--- src/design/axis_io_cfg.svh ---
`ifndef AXIS_IO_CFG_SVH
`define AXIS_IO_CFG_SVH

// ****************************************************************
// register offsets (byte addresses)
// ****************************************************************
`define AIO_ADDR_W       6
`define AIO_OFS_CTRL     6'h00
`define AIO_OFS_OUTSEL   6'h04
`define AIO_OFS_THRESH   6'h08
`define AIO_OFS_ZONE_LO  6'h0c
`define AIO_OFS_ZONE_HI  6'h10
`define AIO_OFS_STATUS   6'h14

// ****************************************************************
// reset values
// ****************************************************************
`define AIO_CTRL_RST     1'b0
`define AIO_OUTSEL_RST   16'h4321
`define AIO_THRESH_RST   32'h0000_0000
`define AIO_ZONE_LO_RST  32'h0000_0000
`define AIO_ZONE_HI_RST  32'h0000_0000

// ****************************************************************
// field positions
// ****************************************************************
`define AIO_CTRL_SPDSW_BIT   0
`define AIO_SEL_W            4
`define AIO_NUM_OUTS         4
`define AIO_NUM_CODES        11
`define AIO_ST_BUSY          0
`define AIO_ST_END           1
`define AIO_ST_ALARM_N       2
`define AIO_ST_DRIVE_ON      3
`define AIO_ST_MANUAL        4
`define AIO_ST_HOMED         5
`define AIO_ST_PWIN          6
`define AIO_ST_NEAR          7
`define AIO_ST_PUSH          8
`define AIO_ST_ZONE          9
`define AIO_ST_MOVING        10
`define AIO_ST_SPEED_HI      11
`define AIO_ST_STATE_LSB     12
`define AIO_ST_POINT_LSB     16

// ****************************************************************
// pin synchroniser width
// ****************************************************************
`define AIO_PIN_W        17

`endif

--- src/design/axis_io_pkg.sv ---
package axis_io_pkg;

  typedef enum logic [1:0] {
    OP_IDLE,
    OP_HOME,
    OP_MOVE
  } op_state_t;

  typedef logic signed [31:0] pos_t;

endpackage : axis_io_pkg

--- src/design/axis_parallel_io_handshake.sv ---
// Overview of operation
// - point number sampled on start or teach
// - jog held in manual, stop on release
// - speed switch reuses jog plus outside manual
// - manual input sets manual mode and status
// - origin runs homing; positioning waits for it
// - interlock needed; drop causes decelerating stop
// - start positions to point, only outside manual
// - teach stores current position at point
// - reset edge clears clearable alarm
// - reset edge clears point outputs, remaining travel
// - servo follows input, refused during alarm
// - point outputs show point, alarm number overrides
// - four outputs each pick status by code
// - busy while operating or run command active
// - end off at start, on at normal end
// - end held off while run command stays on
// - alarm_n high normally, low on alarm
// - point window flag latched until next positioning
// - near flag latched until next positioning
// - homed flag and push flag shown
// - zone flag only after homing, within bounds
// - moving flag when speed exceeds threshold
// - default selects: window, near, push, homed
//
// Local design decisions: the Avalon-MM interface to the registers and the address map.
`timescale 1ns/1ps
`default_nettype none
`include "axis_io_cfg.svh"

module axis_parallel_io_handshake
  import axis_io_pkg::*;
(
  input  wire logic                  clk_sys,               // 100 MHz clock
  input  wire logic                  rst_n,                 // async reset
  // avalon-mm slave
  input  wire logic [`AIO_ADDR_W-1:0] avs_address,          // byte address
  input  wire logic                  avs_read,              // read request
  input  wire logic                  avs_write,             // write request
  input  wire logic [31:0]           avs_writedata,         // write data
  input  wire logic [3:0]            avs_byteenable,        // byte lanes
  output var  logic [31:0]           avs_readdata,          // read data
  output var  logic                  avs_waitrequest,       // stall
  // host pins
  input  wire logic [7:0]            point_select_lines,    // point number
  input  wire logic                  jog_positive_input,    // jog plus/speed
  input  wire logic                  jog_negative_input,    // jog minus
  input  wire logic                  manual_input,          // manual mode
  input  wire logic                  origin_search_input,   // homing request
  input  wire logic                  interlock_input,       // motion enable
  input  wire logic                  start_input,           // start
  input  wire logic                  teach_input,           // position teach
  input  wire logic                  reset_input,           // alarm reset
  input  wire logic                  servo_input,           // servo request
  output var  logic [7:0]            point_number_outputs,  // point/alarm no
  output var  logic [3:0]            selectable_outputs,    // control outs
  output var  logic                  busy_output,           // in progress
  output var  logic                  end_output,            // normal end
  output var  logic                  alarm_n,               // low on alarm
  output var  logic                  drive_on_status,       // servo is on
  // motion core, same clock
  input  wire logic                  run_cmd_active,        // run command
  input  wire logic                  op_done,               // normal end pulse
  input  wire logic                  op_error,              // error end pulse
  input  wire logic [31:0]           cur_pos,               // axis position
  input  wire logic [31:0]           cur_speed,             // actual speed
  input  wire logic [31:0]           target_pos,            // point target
  input  wire logic [31:0]           zone_plus,             // point zone top
  input  wire logic [31:0]           zone_minus,            // point zone low
  input  wire logic [31:0]           near_width,            // near tolerance
  input  wire logic                  push_active,           // push running
  input  wire logic                  alarm_active,          // alarm present
  input  wire logic                  alarm_clearable,       // clear allowed
  input  wire logic [7:0]            alarm_number,          // alarm code
  input  wire logic                  warn_active,           // warning alarm
  input  wire logic                  estop_active,          // emergency stop
  input  wire logic                  rcom_active,           // cmd response
  output var  logic                  move_start,            // start pulse
  output var  logic [7:0]            move_point,            // point to run
  output var  logic                  teach_store,           // teach pulse
  output var  logic [7:0]            teach_point,           // point to store
  output var  logic                  home_start,            // homing pulse
  output var  logic                  jog_pos_cmd,           // jog plus level
  output var  logic                  jog_neg_cmd,           // jog minus level
  output var  logic                  decel_stop,            // stop pulse
  output var  logic                  speed_level_select,    // high speed
  output var  logic                  alarm_clear,           // clear pulse
  output var  logic                  remaining_clear        // drop remainder
);

  // ****************************************************************
  // helpers
  // ****************************************************************
  function automatic logic in_range(input pos_t p, input pos_t lo,
                                    input pos_t hi);
    in_range = (p >= lo) && (p <= hi);
  endfunction : in_range

  function automatic logic [31:0] merge_be(input logic [31:0] old_v,
                                           input logic [31:0] new_v,
                                           input logic [3:0]  be);
    logic [31:0] r;
    r = old_v;
    for (int i = 0; i < 4; i++) begin
      if (be[i]) begin
        r[i*8 +: 8] = new_v[i*8 +: 8];
      end
    end
    merge_be = r;
  endfunction : merge_be

  // ****************************************************************
  // pin synchronisation
  // ****************************************************************
  logic [`AIO_PIN_W-1:0] pins_s;
  logic [7:0]            point_s;
  logic                  jog_pos_s;
  logic                  jog_neg_s;
  logic                  manual_s;
  logic                  origin_s;
  logic                  lock_s;
  logic                  start_s;
  logic                  teach_s;
  logic                  reset_s;
  logic                  servo_s;

  pin_sync #(.W(`AIO_PIN_W)) u_pin_sync (
    .clk_sys (clk_sys),
    .rst_n   (rst_n),
    .pin_in  ({servo_input, reset_input, teach_input, start_input,
               interlock_input, origin_search_input, manual_input,
               jog_negative_input, jog_positive_input,
               point_select_lines}),
    .pin_out (pins_s)
  );

  assign {servo_s, reset_s, teach_s, start_s, lock_s, origin_s,
          manual_s, jog_neg_s, jog_pos_s, point_s} = pins_s;

  logic start_d1_q;
  logic teach_d1_q;
  logic origin_d1_q;
  logic reset_d1_q;
  logic lock_d1_q;

  always_ff @(posedge clk_sys or negedge rst_n) begin
    if (!rst_n) begin
      start_d1_q  <= 1'b0;
      teach_d1_q  <= 1'b0;
      origin_d1_q <= 1'b0;
      reset_d1_q  <= 1'b0;
      lock_d1_q   <= 1'b0;
    end else begin
      start_d1_q  <= start_s;
      teach_d1_q  <= teach_s;
      origin_d1_q <= origin_s;
      reset_d1_q  <= reset_s;
      lock_d1_q   <= lock_s;
    end
  end

  logic start_rise;
  logic teach_rise;
  logic origin_rise;
  logic reset_rise;
  logic lock_fall;

  assign start_rise  = start_s  & ~start_d1_q;
  assign teach_rise  = teach_s  & ~teach_d1_q;
  assign origin_rise = origin_s & ~origin_d1_q;
  assign reset_rise  = reset_s  & ~reset_d1_q;
  assign lock_fall   = ~lock_s  & lock_d1_q;

  // ****************************************************************
  // registers
  // ****************************************************************
  logic        spdsw_q;
  logic [15:0] outsel_q;
  logic [31:0] thresh_q;
  logic [31:0] zone_lo_q;
  logic [31:0] zone_hi_q;
  logic        wr_go;
  logic [31:0] status_word;

  op_state_t   state_q;
  logic        homed_q;
  logic        pwin_q;
  logic        near_q;
  logic        zone_q;
  logic        moving_q;
  logic        manual_q;
  logic [7:0]  cur_point_q;

  assign wr_go = avs_write & ~avs_waitrequest;

  always_ff @(posedge clk_sys or negedge rst_n) begin
    if (!rst_n) begin
      spdsw_q   <= `AIO_CTRL_RST;
      outsel_q  <= `AIO_OUTSEL_RST;
      thresh_q  <= `AIO_THRESH_RST;
      zone_lo_q <= `AIO_ZONE_LO_RST;
      zone_hi_q <= `AIO_ZONE_HI_RST;
    end else if (wr_go) begin
      unique case (avs_address)
        `AIO_OFS_CTRL: begin
          if (avs_byteenable[0]) begin
            spdsw_q <= avs_writedata[`AIO_CTRL_SPDSW_BIT];
          end
        end
        `AIO_OFS_OUTSEL: begin
          outsel_q <= 16'(merge_be({16'h0000, outsel_q}, avs_writedata,
                                   avs_byteenable));
        end
        `AIO_OFS_THRESH: begin
          thresh_q <= merge_be(thresh_q, avs_writedata, avs_byteenable);
        end
        `AIO_OFS_ZONE_LO: begin
          zone_lo_q <= merge_be(zone_lo_q, avs_writedata, avs_byteenable);
        end
        `AIO_OFS_ZONE_HI: begin
          zone_hi_q <= merge_be(zone_hi_q, avs_writedata, avs_byteenable);
        end
        default: begin
        end
      endcase
    end
  end

  always_comb begin
    status_word = 32'h0000_0000;
    status_word[`AIO_ST_BUSY]     = busy_output;
    status_word[`AIO_ST_END]      = end_output;
    status_word[`AIO_ST_ALARM_N]  = alarm_n;
    status_word[`AIO_ST_DRIVE_ON] = drive_on_status;
    status_word[`AIO_ST_MANUAL]   = manual_q;
    status_word[`AIO_ST_HOMED]    = homed_q;
    status_word[`AIO_ST_PWIN]     = pwin_q;
    status_word[`AIO_ST_NEAR]     = near_q;
    status_word[`AIO_ST_PUSH]     = push_active;
    status_word[`AIO_ST_ZONE]     = zone_q;
    status_word[`AIO_ST_MOVING]   = moving_q;
    status_word[`AIO_ST_SPEED_HI] = speed_level_select;
    status_word[`AIO_ST_STATE_LSB +: 2] = state_q;
    status_word[`AIO_ST_POINT_LSB +: 8] = cur_point_q;
  end

  // one wait cycle, then a single low cycle completes the access
  always_ff @(posedge clk_sys or negedge rst_n) begin
    if (!rst_n) begin
      avs_waitrequest <= 1'b1;
      avs_readdata    <= 32'h0000_0000;
    end else if (!avs_waitrequest) begin
      avs_waitrequest <= 1'b1;
    end else if (avs_read || avs_write) begin
      avs_waitrequest <= 1'b0;
      unique case (avs_address)
        `AIO_OFS_CTRL:    avs_readdata <= {31'h0, spdsw_q};
        `AIO_OFS_OUTSEL:  avs_readdata <= {16'h0000, outsel_q};
        `AIO_OFS_THRESH:  avs_readdata <= thresh_q;
        `AIO_OFS_ZONE_LO: avs_readdata <= zone_lo_q;
        `AIO_OFS_ZONE_HI: avs_readdata <= zone_hi_q;
        `AIO_OFS_STATUS:  avs_readdata <= status_word;
        default:          avs_readdata <= 32'h0000_0000;
      endcase
    end
  end

  // ****************************************************************
  // modes, servo, alarm
  // ****************************************************************
  logic motion_ok;

  assign motion_ok = lock_s & drive_on_status & ~alarm_active;

  always_ff @(posedge clk_sys or negedge rst_n) begin
    if (!rst_n) begin
      manual_q           <= 1'b0;
      drive_on_status    <= 1'b0;
      alarm_n            <= 1'b0;
      jog_pos_cmd        <= 1'b0;
      jog_neg_cmd        <= 1'b0;
      speed_level_select <= 1'b0;
      alarm_clear        <= 1'b0;
      remaining_clear    <= 1'b0;
    end else begin
      manual_q        <= manual_s;
      drive_on_status <= servo_s & ~alarm_active;
      alarm_n         <= ~alarm_active;
      // release of the jog level makes the core decelerate
      jog_pos_cmd <= manual_s & jog_pos_s & motion_ok;
      jog_neg_cmd <= manual_s & jog_neg_s & motion_ok;
      speed_level_select <= spdsw_q & ~manual_s & jog_pos_s;
      alarm_clear     <= reset_rise & alarm_active & alarm_clearable;
      remaining_clear <= reset_rise;
    end
  end

  // ****************************************************************
  // operation sequencing
  // ****************************************************************
  logic end_wait_q;

  always_ff @(posedge clk_sys or negedge rst_n) begin
    if (!rst_n) begin
      state_q     <= OP_IDLE;
      homed_q     <= 1'b0;
      move_start  <= 1'b0;
      move_point  <= 8'h00;
      home_start  <= 1'b0;
      teach_store <= 1'b0;
      teach_point <= 8'h00;
      decel_stop  <= 1'b0;
      end_output  <= 1'b0;
      end_wait_q  <= 1'b0;
      cur_point_q <= 8'h00;
    end else begin
      move_start  <= 1'b0;
      home_start  <= 1'b0;
      teach_store <= 1'b0;
      decel_stop  <= 1'b0;
      if (end_wait_q && !run_cmd_active) begin
        end_wait_q <= 1'b0;
        end_output <= 1'b1;
      end
      if (reset_rise) begin
        cur_point_q <= 8'h00;
      end
      unique case (state_q)
        OP_IDLE: begin
          if (origin_rise && motion_ok && !manual_s) begin
            state_q    <= OP_HOME;
            home_start <= 1'b1;
            homed_q    <= 1'b0;
            end_output <= 1'b0;
            end_wait_q <= 1'b0;
          end else if (start_rise && !manual_s && homed_q && motion_ok) begin
            state_q     <= OP_MOVE;
            move_start  <= 1'b1;
            move_point  <= point_s;
            cur_point_q <= point_s;
            end_output  <= 1'b0;
            end_wait_q  <= 1'b0;
          end else if (teach_rise && manual_s) begin
            teach_store <= 1'b1;
            teach_point <= point_s;
          end
        end
        OP_HOME, OP_MOVE: begin
          if (lock_fall) begin
            decel_stop <= 1'b1;
          end
          if (op_error) begin
            state_q <= OP_IDLE;
          end else if (op_done) begin
            state_q <= OP_IDLE;
            if (state_q == OP_HOME) begin
              homed_q <= 1'b1;
            end
            if (run_cmd_active) begin
              end_wait_q <= 1'b1;
            end else begin
              end_output <= 1'b1;
            end
          end
        end
      endcase
    end
  end

  always_ff @(posedge clk_sys or negedge rst_n) begin
    if (!rst_n) begin
      busy_output <= 1'b0;
    end else begin
      busy_output <= (state_q != OP_IDLE) | run_cmd_active;
    end
  end

  // ****************************************************************
  // status flags
  // ****************************************************************
  pos_t     diff;
  pos_t     abs_diff;

  always_comb begin
    diff     = pos_t'(cur_pos) - pos_t'(target_pos);
    abs_diff = diff[31] ? -diff : diff;
  end

  always_ff @(posedge clk_sys or negedge rst_n) begin
    if (!rst_n) begin
      pwin_q   <= 1'b0;
      near_q   <= 1'b0;
      zone_q   <= 1'b0;
      moving_q <= 1'b0;
    end else begin
      if (move_start) begin
        pwin_q <= 1'b0;
        near_q <= 1'b0;
      end else if (state_q == OP_MOVE) begin
        if (in_range(cur_pos, zone_minus, zone_plus)) begin
          pwin_q <= 1'b1;
        end
        if (abs_diff <= pos_t'(near_width)) begin
          near_q <= 1'b1;
        end
      end
      zone_q   <= homed_q & in_range(cur_pos, zone_lo_q, zone_hi_q);
      moving_q <= cur_speed > thresh_q;
    end
  end

  // ****************************************************************
  // pin outputs
  // ****************************************************************
  logic [`AIO_NUM_CODES-1:0] status_vec;
  logic [3:0]                sel_out;

  assign status_vec = {rcom_active, estop_active, manual_q, ~warn_active,
                       moving_q, zone_q, homed_q, push_active,
                       near_q, pwin_q, 1'b0};

  for (genvar g = 0; g < `AIO_NUM_OUTS; g++) begin : g_sel
    status_select u_sel (
      .status_vec (status_vec),
      .sel        (outsel_q[g*`AIO_SEL_W +: `AIO_SEL_W]),
      .sel_out    (sel_out[g])
    );
  end

  always_ff @(posedge clk_sys or negedge rst_n) begin
    if (!rst_n) begin
      selectable_outputs   <= 4'h0;
      point_number_outputs <= 8'h00;
    end else begin
      selectable_outputs   <= sel_out;
      point_number_outputs <= alarm_active ? alarm_number
                                           : cur_point_q;
    end
  end

endmodule : axis_parallel_io_handshake

`default_nettype wire

--- src/design/pin_sync.sv ---
`timescale 1ns/1ps
`default_nettype none

module pin_sync #(
  parameter int W = 1
) (
  input  wire logic         clk_sys,  // system clock
  input  wire logic         rst_n,    // async reset, active low
  input  wire logic [W-1:0] pin_in,   // raw pin levels
  output var  logic [W-1:0] pin_out   // synchronised levels
);

  logic [W-1:0] meta_q;

  // ****************************************************************
  // two-stage synchroniser
  // ****************************************************************
  always_ff @(posedge clk_sys or negedge rst_n) begin
    if (!rst_n) begin
      meta_q  <= '0;
      pin_out <= '0;
    end else begin
      meta_q  <= pin_in;
      pin_out <= meta_q;
    end
  end

endmodule : pin_sync

`default_nettype wire

--- src/design/status_select.sv ---
`timescale 1ns/1ps
`default_nettype none
`include "axis_io_cfg.svh"

module status_select (
  input  wire logic [`AIO_NUM_CODES-1:0] status_vec,  // one bit per code
  input  wire logic [`AIO_SEL_W-1:0]     sel,         // select code
  output var  logic                      sel_out      // chosen status
);

  // code 0 and undefined codes give a constant low
  always_comb begin
    sel_out = 1'b0;
    if (sel != '0 && sel < 4'(`AIO_NUM_CODES)) begin
      sel_out = status_vec[sel];
    end
  end

endmodule : status_select

`default_nettype wire

--- config.mk ---
export PLATFORM = sky130hd
export DESIGN_NAME = axis_parallel_io_handshake
export DESIGN_NICKNAME = d
export VERILOG_FILES = /design/src/design/axis_io_pkg.sv /design/src/design/axis_parallel_io_handshake.sv /design/src/design/pin_sync.sv /design/src/design/status_select.sv
export VERILOG_INCLUDE_DIRS = /design/src /design/src/design
export SDC_FILE = /design/constraint.sdc
export NUM_CORES = 1
export LEC_CHECK = 0
export ABC_CLOCK_PERIOD_IN_PS = 2600
export BUFFER_PORTS_ARGS = -buffer_cell sky130_fd_sc_hd__buf_4
export CAP_MARGIN = 15
export CORE_AREA = 10 10 220 222
export DETAILED_ROUTE_END_ITERATION = 8
export DIE_AREA = 0 0 230 232
export PLACE_DENSITY = 0.65
export REMOVE_ABC_BUFFERS = 1
export SYNTH_ARGS = -nofsm -noshare
export SYNTH_HDL_FRONTEND = slang
export SYNTH_SLANG_ARGS = --single-unit
--- constraint.sdc ---
create_clock -name clk_sys -period 2.6 [get_ports clk_sys]
set_input_delay 0.52 -clock clk_sys [delete_from_list [all_inputs] [get_ports clk_sys]]
set_output_delay 0.52 -clock clk_sys [all_outputs]
set_load 0.02 [all_outputs]
==> results.txt <==
Area growth, synth to finish - 39.7%
Crit end category - flop
Drt drc - 0
Clock transition at path regs - 0.08 ns
Grt met2 use - 39.8%
Final setup fails - 1
Peak VDD IR - 0.000655 V
Max_cap viols - 0
WL final - 65100 µm
Global-route wire length before repair - 99000 µm
Top FF cell, synth - dfrtp_1
Worst min path class - primary input to flop
Htree depth - 1
Core area - 43900 µm²
Slew Viols, Final - 0
Worst R2R Path Depth - 13
Final worst path period share - 177%
Top Usage Layer GRT - met2
M3 GR Usage - 4.75%
Compound-gate portion of the synthesized area - 16.4%
Crit path DAT - 5.03 ns
Post-route cell area - 24400 µm²
Routed Antenna Nets - 0
GRT Util Overall - 23.5%
Critical-path top delay cell - or4_4
IO Count - 346
PortBufs - 345
Hold WS - 0.0792 ns
Post-synthesis xor/xnor area fraction - 2.66%
Via count - 16600
Synth Area in Adders - 16.4%
Num Clock Sinks - 243
CTS buffer count - 27
CTS tree - done
Die Ht - 232 µm
Share of post-route cells with drive strength above 1 - 35.6%
Pre-Repair DR Iteration Count - 5
Max Fclk - 217 MHz
Largest family of logic cells by synthesized area - compound AO/OA/AOI/OAI gates
Register bit total from synthesis - 243
Row count - 77
Post-Syn Area per Cell - 9.16 µm²
Skew-Pair Late Insertion Delay - 0.55 ns
Die area - 53400 µm²
Fin. Hold Viols - 0
Mux cell area share after synthesis - 8.96%
WP data required - 3.03 ns
CTS max path bufs - 3
Library cells used by synthesis - 92
Final setup margin - -2.00 ns
Design Power - 12.4 mW
Failing checks - negative setup slack
Number of global-route vias before repair - 17300
Post-synthesis sequential area ratio - 34.9%
Post-DP HPWL - 54100 µm
Final Wtd Congestion - 0.918
RSZ-0062 raised after global routing - yes
Syn. warnings - 0
Worst Max-Slew Pin Slew - 0.590 ns
Relative slew slack - 60.5%
Iteration-0 DRC Markers - 842
Post-Syn Area - 17500 µm²
Number of synthesized flops with an enable pin - 0
Starting Density - 39.8%
Fraction of registers with async set/reset - 100%
Simple-gate share of the synthesized area - 14.2%
Root Buffer Master - clkbuf_16
GR Overflow Total - 0
Critical Path Max Stage Delay - 0.51 ns
Min Tclk post-route - 4.60 ns
Synth area leader - dfrtp_1
Maximum number of pins on one net before global-route repair - 59
Crit path launch type - primary input
Mapped Cells - 1906
Final net count - 3028
CP max FO - 5
DR vias/cell - 5.27
Placed inst area - 22800 µm²
WL per Instance - 20.7 µm
Hold Crit Depth - 1
PD cells - 510 nW/µm²
Run status - complete, but fails checks
Crit path kind - primary input to flop
Clk_skew - 0.0239 ns
Top cell type's share of synthesized area - 34.0%
Synth top area cells - dfrtp_1, ha_1, mux2_2
Die width - 230 µm
Most used cell, CP - o21ai_1
GR Util met1 - 30.1%
Initial antenna violation count - 2
Leakage - 12.4 nW
worst paths after layout:
kind | startpoint | slack [ns] | to
hold reg to reg | u_pin_sync.meta_q[13] | 0.35 | u_pin_sync.pin_out[13]
min in group asynchronous | rst_n | 0.50 | avs_readdata[0]
max in group asynchronous | rst_n | 1.40 | zone_hi_q[30]
setup reg to reg | zone_hi_q[9] | 0.02 | zone_q
setup / recovery | cur_pos[0] | -2.00 | near_q
hold / removal | teach_input | 0.08 | u_pin_sync.meta_q[14]
flip-flops by register name, indices dropped and copies added, names as in the netlist, 2 cells and up:
register	count
avs_readdata	32
cur_point_q	8
move_point	8
outsel_q	16
point_number_outputs	8
selectable_outputs	4
state_q	2
teach_point	8
thresh_q	32
u_pin_sync.meta_q	17
u_pin_sync.pin_out	17
zone_hi_q	32
zone_lo_q	32
metrics by stage:
| step | setup TNS, ns | util (%) | setup slack [ns] | instances |
|---|---|---|---|---|
| floorplan | -73.80 | - | -2.68 | 1850 |
| global placement | -4.31 | 51.9 | -2.90 | 3079 |
| detailed placement | -4.39 | 51.9 | -2.98 | 3079 |
| CTS | -2.07 | 54.7 | -2.07 | 3134 |
| global route | -2.44 | 55.5 | -2.26 | 3141 |
| finish | -2.00 | 55.5 | -2.00 | 3141 |
worst max-delay path: cells and delay by family:
kind / cells / cell delay, ns
adders and majority gates: 3 / 0.81
xor gates and xnor gates: 2 / 0.27
buffers and inverters: 3 / 0.28
AOI/OAI and AO/OA: 10 / 1.58
and+or+nand+nor: 7 / 1.57
final cells by class:
cell class | count | area (µm²)
Timing Repair Buffer | 649 | 4960
Fill cell | 4023 | 19500
Antenna cell | 1 | 2.50
Tap cell | 592 | 741
Sequential cell | 243 | 6090
Multi-Input combinational cell | 1368 | 10800
Clock buffer | 42 | 782
Clock inverter | 7 | 68.8
Inverter | 239 | 900
cell usage after synthesis, drive strengths merged, types with 6 or more instances:
cell / n
a211oi: 10
a21o: 54
a21oi: 106
a221oi: 25
a22o: 9
a31oi: 13
and2: 8
and3: 10
buf: 16
clkbuf: 40
dfrtp: 237
dfstp: 6
ha: 227
inv: 238
mux2: 85
mux2i: 45
mux4: 7
nand2: 193
nand2b: 23
nand3: 23
nand3b: 8
nand4: 54
nor2: 77
nor2b: 31
nor3: 24
nor4: 15
o211ai: 12
o21a: 12
o21ai: 165
or2: 6
xnor2: 32
xor2: 21
layout by cell type (no fill, tap or decap), drive strengths merged, types with 31 or more instances in the layout:
cell / count
nor2b: 31
a21oi: 106
nand2: 193
dfrtp: 237
nand4: 54
inv: 238
o21ai: 165
a21o: 54
nor2: 77
mux2: 85
clkbuf: 42
buf: 648
ha: 227
xnor2: 32
mux2i: 45
timing repair:
action                                 in CTS  in global routing
gates resized for setup                    77                 52
pin swaps                                  40                 37
endpoints found under the hold margin      52                  0
buffers inserted                            5                  6
hold buffers                                1                  0
setup endpoints to repair                   4                  4
cell families (layout without fill, tap and decap cells):
kind of cell	count (synthesis)	in the layout
mux	137	137
compound gates	454	454
buf+inv	295	937
other cells	0	1
xor+xnor	53	53
simple gates	496	496
flops	243	243
fa+ha+maj	228	228
power by group:
part / internal (mW) / leakage (nW) / switching, mW / total, mW
registers: 4.06 / 3.00 / 0.237 / 4.30
logic: 2.16 / 8.95 / 2.23 / 4.39
clock network: 2.16 / 0.411 / 1.59 / 3.75
per-layer routing:
metal  vias to the layer above  share of wire, %
li1                       7979                 -
met1                      8045                44
met2                       472                48
met3                        65               6.1
met4                         0               1.8
met5                         -                 0
No activity file was read; power rests on OpenSTA's default activity.
